[src/rtl/sdi_params.svh]
// Register offsets, field positions and reset values of the interrupt logic
`ifndef SDI_PARAMS_SVH
`define SDI_PARAMS_SVH

// ----------------------------------------
// Register map
// ----------------------------------------
`define SDI_ADDR_MASK        8'h0B
`define SDI_ADDR_MODE        8'h0C
`define SDI_ADDR_STATUS      8'h0A
`define SDI_ADDR_GLOBAL      8'h02

// ----------------------------------------
// Field positions
// ----------------------------------------
`define SDI_BIT_RATE         5
`define SDI_BIT_READY        4
`define SDI_BIT_SLIP         1
`define SDI_BIT_XFER         0
`define SDI_MODE_RATE_LSB    6
`define SDI_MODE_READY_LSB   4
`define SDI_MODE_SLIP_LSB    2
`define SDI_MODE_XFER_LSB    0
`define SDI_BIT_SUMMARY      1

// ----------------------------------------
// Reset values and used mask bits
// ----------------------------------------
`define SDI_MASK_RESET       8'h00
`define SDI_MODE_RESET       8'h00
`define SDI_MASK_USED        8'h33

`endif

[src/rtl/sdi_pkg.sv]
// Types shared by the interrupt logic
package sdi_pkg;

	typedef enum logic [1:0]
	{
		SDI_TRIG_RISE  = 2'b00,
		SDI_TRIG_FALL  = 2'b01,
		SDI_TRIG_LEVEL = 2'b10,
		SDI_TRIG_RSVD  = 2'b11
	} sdi_trig_t;

	typedef struct packed
	{
		logic       write;
		logic [7:0] addr;
		logic [7:0] wdata;
	} sdi_reg_req_t;

	typedef struct packed
	{
		logic rate_direction;
		logic estimator_done;
		logic source_slip;
		logic tx_transfer_done;
	} sdi_events_t;

endpackage

[src/rtl/sdi_interrupt_logic.sv]
// Converter and transmitter interrupt logic: mask, mode, status and interrupt pin
`timescale 1ns/1ps
`include "sdi_params.svh"

// Function
// - Rate direction flag sets when input rate higher
// - Rate event drives interrupt low, sets summary
// - Mask bits 5,4,1,0; others read zero
// - Mask zero blocks source; zero after reset
// - Transfer mode bits 1:0 rise/fall/level/reserved
// - Slip mode bits 3:2, same encoding
// - Transfer flag sets on done when enabled, unmasked
// - Rate mode 7:6, ready mode 5:4
module sdi_interrupt_logic
	import sdi_pkg::*;
(
	// Clock and reset
	input  wire logic          clock,
	input  wire logic          srst,
	// Register port
	input  wire sdi_reg_req_t  reg_req,
	input  wire logic          reg_valid,
	output logic [7:0]         reg_rdata,
	// Event conditions from converter and transmitter
	input  wire logic          rate_in_faster,
	input  wire logic          estimator_ready,
	input  wire logic          source_slip,
	input  wire logic          tx_transfer_done,
	input  wire logic          tx_buffer_copy_disable,
	// Status and interrupt
	output logic [7:0]         status_flags,
	output logic               converter_summary_flag,
	output logic               int_n
);

	// ----------------------------------------
	// Registers
	// ----------------------------------------
	logic [7:0] interrupt_enable_mask;
	logic [7:0] interrupt_trigger_mode;
	logic       rate_direction_flag;
	logic       estimator_done_flag;
	logic       source_slip_flag;
	logic       tx_transfer_done_flag;

	wire logic wr_mask  = reg_valid & reg_req.write & (reg_req.addr == `SDI_ADDR_MASK);
	wire logic wr_mode  = reg_valid & reg_req.write & (reg_req.addr == `SDI_ADDR_MODE);
	wire logic rd_stat  = reg_valid & ~reg_req.write & (reg_req.addr == `SDI_ADDR_STATUS);

	wire logic rate_direction_enable   = interrupt_enable_mask[`SDI_BIT_RATE];
	wire logic estimator_done_enable   = interrupt_enable_mask[`SDI_BIT_READY];
	wire logic source_slip_enable      = interrupt_enable_mask[`SDI_BIT_SLIP];
	wire logic tx_transfer_done_enable = interrupt_enable_mask[`SDI_BIT_XFER];

	wire sdi_trig_t rate_direction_trigger =
		sdi_trig_t'(interrupt_trigger_mode[`SDI_MODE_RATE_LSB +: 2]);
	wire sdi_trig_t estimator_done_trigger =
		sdi_trig_t'(interrupt_trigger_mode[`SDI_MODE_READY_LSB +: 2]);
	wire sdi_trig_t source_slip_trigger =
		sdi_trig_t'(interrupt_trigger_mode[`SDI_MODE_SLIP_LSB +: 2]);
	wire sdi_trig_t tx_transfer_done_trigger =
		sdi_trig_t'(interrupt_trigger_mode[`SDI_MODE_XFER_LSB +: 2]);

	// ----------------------------------------
	// Input synchronisers
	// ----------------------------------------
	sdi_events_t meta;
	sdi_events_t sync;

	always_ff @(posedge clock)
	begin
		if (srst)
		begin
			meta <= '0;
			sync <= '0;
		end
		else
		begin
			meta <= '{rate_in_faster, estimator_ready, source_slip, tx_transfer_done};
			sync <= meta;
		end
	end

	// ----------------------------------------
	// Trigger detection
	// ----------------------------------------
	sdi_events_t hit;

	sdi_trigger u_trig_rate
	(
		.clock     (clock),
		.srst      (srst),
		.cond      (sync.rate_direction),
		.mode      (rate_direction_trigger),
		.event_hit (hit.rate_direction)
	);

	sdi_trigger u_trig_ready
	(
		.clock     (clock),
		.srst      (srst),
		.cond      (sync.estimator_done),
		.mode      (estimator_done_trigger),
		.event_hit (hit.estimator_done)
	);

	sdi_trigger u_trig_slip
	(
		.clock     (clock),
		.srst      (srst),
		.cond      (sync.source_slip),
		.mode      (source_slip_trigger),
		.event_hit (hit.source_slip)
	);

	sdi_trigger u_trig_xfer
	(
		.clock     (clock),
		.srst      (srst),
		.cond      (sync.tx_transfer_done),
		.mode      (tx_transfer_done_trigger),
		.event_hit (hit.tx_transfer_done)
	);

	// Masked sources never touch their flags
	wire logic set_rate  = hit.rate_direction & rate_direction_enable;
	wire logic set_ready = hit.estimator_done & estimator_done_enable;
	wire logic set_slip  = hit.source_slip & source_slip_enable;
	wire logic set_xfer  = hit.tx_transfer_done & tx_transfer_done_enable
		& ~tx_buffer_copy_disable;

	// ----------------------------------------
	// Control registers
	// ----------------------------------------
	always_ff @(posedge clock)
	begin
		if (srst)
		begin
			interrupt_enable_mask  <= `SDI_MASK_RESET;
			interrupt_trigger_mode <= `SDI_MODE_RESET;
		end
		else
		begin
			if (wr_mask)
				interrupt_enable_mask <= reg_req.wdata & `SDI_MASK_USED;
			if (wr_mode)
				interrupt_trigger_mode <= reg_req.wdata;
		end
	end

	// ----------------------------------------
	// Status flags
	// ----------------------------------------
	// Flags clear on a status read; an event in that same cycle wins
	always_ff @(posedge clock)
	begin
		if (srst)
		begin
			rate_direction_flag   <= 1'b0;
			estimator_done_flag   <= 1'b0;
			source_slip_flag      <= 1'b0;
			tx_transfer_done_flag <= 1'b0;
		end
		else
		begin
			rate_direction_flag   <= set_rate  | (rate_direction_flag & ~rd_stat);
			estimator_done_flag   <= set_ready | (estimator_done_flag & ~rd_stat);
			source_slip_flag      <= set_slip  | (source_slip_flag & ~rd_stat);
			tx_transfer_done_flag <= set_xfer  | (tx_transfer_done_flag & ~rd_stat);
		end
	end

	wire logic [7:0] next_status = {2'b00, rate_direction_flag, estimator_done_flag,
		2'b00, source_slip_flag, tx_transfer_done_flag};

	wire logic any_flag = |next_status;

	// ----------------------------------------
	// Read data and outputs
	// ----------------------------------------
	wire logic [7:0] next_rdata =
		(reg_req.addr == `SDI_ADDR_MASK)   ? interrupt_enable_mask :
		(reg_req.addr == `SDI_ADDR_MODE)   ? interrupt_trigger_mode :
		(reg_req.addr == `SDI_ADDR_STATUS) ? next_status :
		(reg_req.addr == `SDI_ADDR_GLOBAL) ? {6'b00_0000, any_flag, 1'b0} :
		8'h00;

	always_ff @(posedge clock)
	begin
		if (srst)
			reg_rdata <= 8'h00;
		else if (reg_valid & ~reg_req.write)
			reg_rdata <= next_rdata;
	end

	assign status_flags           = next_status;
	assign converter_summary_flag = any_flag;
	assign int_n                  = ~any_flag;

endmodule

[src/rtl/sdi_trigger.sv]
// One event source: trigger detection per selected mode
`timescale 1ns/1ps
module sdi_trigger
	import sdi_pkg::*;
(
	// Clock and reset
	input  wire logic      clock,
	input  wire logic      srst,
	// Condition and mode
	input  wire logic      cond,
	input  wire sdi_trig_t mode,
	// Event
	output logic           event_hit
);

	logic cond_d;

	always_ff @(posedge clock)
	begin
		if (srst)
			cond_d <= 1'b0;
		else
			cond_d <= cond;
	end

	wire logic rise_hit = cond & ~cond_d;
	wire logic fall_hit = ~cond & cond_d;

	// Reserved code raises nothing so a bad write cannot storm the host
	always_comb
	begin
		unique case (mode)
			SDI_TRIG_RISE:  event_hit = rise_hit;
			SDI_TRIG_FALL:  event_hit = fall_hit;
			SDI_TRIG_LEVEL: event_hit = cond;
			SDI_TRIG_RSVD:  event_hit = 1'b0;
		endcase
	end

endmodule

[config.mk]
export PLATFORM = sky130hd
export DESIGN_NAME = sdi_interrupt_logic
export DESIGN_NICKNAME = d
export VERILOG_FILES = /design/src/rtl/sdi_pkg.sv /design/src/rtl/sdi_interrupt_logic.sv /design/src/rtl/sdi_trigger.sv
export VERILOG_INCLUDE_DIRS = /design/src /design/src/rtl
export SDC_FILE = /design/constraint.sdc
export NUM_CORES = 1
export LEC_CHECK = 0
export ABC_CLOCK_PERIOD_IN_PS = 5500
export BUFFER_PORTS_ARGS = -buffer_cell sky130_fd_sc_hd__buf_2
export CORE_MARGIN = 3
export CORE_UTILIZATION = 54
export CTS_BUF_LIST = sky130_fd_sc_hd__clkbuf_8 sky130_fd_sc_hd__clkbuf_16
export CTS_CLUSTER_DIAMETER = 60
export CTS_CLUSTER_SIZE = 20
export DETAILED_ROUTE_END_ITERATION = 10
export HOLD_SLACK_MARGIN = 0.1
export PLACE_DENSITY = 0.82
export SLEW_MARGIN = 20
export SYNTH_ARGS = -nofsm -noshare
export SYNTH_HDL_FRONTEND = slang
export SYNTH_HIERARCHICAL = 1
export SYNTH_SLANG_ARGS = --single-unit
[constraint.sdc]
create_clock -name clock -period 5.5 [get_ports clock]
set_input_delay 1.65 -clock clock [delete_from_list [all_inputs] [get_ports clock]]
set_output_delay 1.65 -clock clock [all_outputs]
set_load 0.05 [all_outputs]
==> metrics.txt <==
CP Cell Sequence buf_2, or4_4, nor4_4, mux2i_1, nor2_1; clock latency on the worst-skew pair about 0.29 ns; gr usage total 0.207; synthesized area approximately 1500 um2; Mapped Cells 158; crit start category input pin; CTS tree done; MaxCap Viol Count 0; Antenna Nets Post-Route 0; initial antenna violation count 0; Clock power frac 0.419; Critical R2R Launch rate_direction_flag; number of port buffers 38; area of the die between 3000 and 4000 um2; cts repair resizes 0; GRT overflow 0; final wirelength between 3000 and 4000 um; Hold Buf Count CTS 0; Crit Path Category in2reg; post-layout min period 3.23 ns; switching component of the power 120 uW; Crit path largest cell delay 0.70 ns; Synth top area share 0.472; CP required between 5 and 6 ns; Die Y ~59 um; CP max FO 8; dpl cells 216; FF-to-FF End reg_rdata[1]; status complete, no violations; synth top area cells dfxtp_1 (47%), nor2b_1 (8.2%), mux2i_1 (7.9%); Placed Area between 1500 and 2000 um2; FF-to-FF setup slack about 4.1 ns; pwr dens 298 nW/um2; Area Growth Syn to Fin 17.0%; drt first pass iters 4; nets approximately 220; Core Area between 2000 and 3000 um2; Fmax 310 MHz; routability cong. 0.951; CTS H-Tree Depth 2; Setup Viol. Count Final 0; CP top delay family simple AND/OR/NAND/NOR gates; share of cells above drive strength 1 0.247; wire length per cell approximately 14 um; worst vdd ir approximately 0.35 mV; global-route wire length before repair ~5300 um; HPWL after DPL 2310 um; post-CTS setup buffer count 0; Final Max Slew Viols 0; DRC viols 0; Starting Density 0.590; DR vias/cell 5.57; Slowest cell on crit path nor4_4; Hold Vio Cnt, Final 0; Worst Hold Depth 1; clk buf depth 2; Hold Crit Class reg2reg; Seq cells post-synth 36; Die W 59.2 um; cells on worst reg2reg path 5; register area share after synthesis 0.472; Final TNS setup 0 ns; crit end category flip-flop; Final period util 0.587; CTS Root Cell clkbuf_8; Via Count roughly 1200; Detailed Route Iter0 Violations 66; Worst-Margin Slew 0.765 ns; Synth cell types 28; clk_skew 0.00295 ns; Synth area leader dfxtp_1; yosys warns 6; CTS buffer count 5; number of cell rows 18; post-layout util 0.690; ANT cells 0; RSZ-0062 raised after global routing no; final std cells w/o fill 224; boundary pin count 43; Syn Area/Cell 9.67 um2; final instance area about 1800 um2; vias in the first global route ~1200; Sw Ratio 0.226; Pleak 0.000733 uW; hold_ws approximately 0.43 ns; HP Start meta[0]; CTS sink cnt 36; Cell Int Power just over 400 uW; Clock transition at path regs around 0.07 ns; Worst Path Arrival roughly 3.4 ns; Logic pwr share 0.079; Sequential Power Share 0.503; Hold Path End sync[0]; worst path buffer plus inverter count 1; Rel. slew slack 0.485; largest net degree at the start of global routing 38
power groups by stage:
stage / clock network [uW] / logic [uW] / registers (uW)
CTS: 230 / 41.5 / 267
global placement: 0 / 40.4 / 273
floorplan: 0 / 25.4 / 277
detailed placement: 0 / 41.3 / 273
finish: 223 / 41.8 / 267
global route: 242 / 45.0 / 268
cell families after synthesis:
group,Yosys count,share of synthesized area
AOI/OAI and AO/OA,23,0.114
and+or+nand+nor,71,0.272
buffers and inverters,15,0.0614
other,1,0.00245
muxes,12,0.0786
DFF,36,0.472
registers in the layout, indices dropped and copies added, names as in the netlist:
name	flops
interrupt_trigger_mode	8
estimator_done_flag	1
interrupt_enable_mask	4
u_trig_slip/cond_d	1
source_slip_flag	1
u_trig_ready/cond_d	1
u_trig_rate/cond_d	1
sync	4
rate_direction_flag	1
u_trig_xfer/cond_d	1
tx_transfer_done_flag	1
reg_rdata	8
meta	4
cell type report:
type,count,area (um2)
multi-input combinational,110,724
clock inverter,3,38.8
tap,30,37.5
timing repair buffer,38,190
clock buffer,5,68.8
fill,208,802
inverter,2,7.51
sequential,36,721
placed cells by master (no fill, tap or decap):
| master | synthesis | final |
|---|---|---|
| a211o_1 | 1 | 1 |
| clkbuf_8 | 0 | 5 |
| a21oi_1 | 1 | 1 |
| mux2i_1 | 12 | 12 |
| a221oi_1 | 3 | 3 |
| nand4b_1 | 1 | 1 |
| a32oi_1 | 1 | 1 |
| or4_1 | 1 | 1 |
| a22o_1 | 3 | 3 |
| conb_1 | 1 | 4 |
| nor4_4 | 2 | 2 |
| clkinv_2 | 0 | 1 |
| o21ai_1 | 1 | 1 |
| inv_1 | 2 | 3 |
| a22oi_1 | 7 | 7 |
| nand2b_1 | 7 | 7 |
| dfxtp_1 | 36 | 36 |
| o22ai_1 | 4 | 4 |
| bufinv_16 | 0 | 1 |
| nor2b_1 | 20 | 20 |
| nand2_1 | 3 | 3 |
| nand3b_1 | 6 | 6 |
| nor3_1 | 4 | 4 |
| nor2_1 | 25 | 25 |
| buf_2 | 0 | 38 |
| a2111oi_0 | 1 | 1 |
| or4_4 | 1 | 1 |
| o211ai_1 | 1 | 1 |
| nor4_1 | 1 | 1 |
cells in the mapped netlist:
library cell / count
nor4_4: 2
inv_1: 2
buf_6: 1
dfxtp_1: 36
nand3b_1: 6
a32oi_1: 1
nand4b_1: 1
a22oi_1: 7
conb_1: 1
nor2_1: 25
nand2b_1: 7
o21ai_1: 1
or4_4: 1
buf_4: 8
a2111oi_0: 1
o211ai_1: 1
o22ai_1: 4
a21oi_1: 1
a22o_1: 3
clkbuf_1: 4
mux2i_1: 12
nand2_1: 3
a211o_1: 1
nor3_1: 4
a221oi_1: 3
nor4_1: 1
nor2b_1: 20
or4_1: 1
layer usage:
metal | share of wire | GRT usage
met5 | 0 | 0
met2 | 0.49 | 0.334
met3 | 0.074 | 0.0784
met1 | 0.42 | 0.236
met4 | 0.015 | 0.104
through the flow:
stage                     power (uW)  setup WS, ns
final                            532          2.27
after detailed placement         315          1.98
after global routing             555          2.17
after floorplan                  303          2.22
after global placement           314          2.05
after CTS                        539          2.28
worst max path at each step:
stage,start,depth (start not counted),to
4_1_cts,rate_direction_flag,3,int_n
2_1_floorplan,reg_req[13],5,interrupt_trigger_mode[0]
6_report,reg_req[13],5,interrupt_trigger_mode[7]
3_3_place_gp,reg_req[13],5,interrupt_trigger_mode[0]
3_5_place_dp,reg_req[13],5,interrupt_trigger_mode[7]
5_1_grt,reg_req[13],5,interrupt_trigger_mode[7]
No activity file was read; power rests on OpenSTA's default activity.
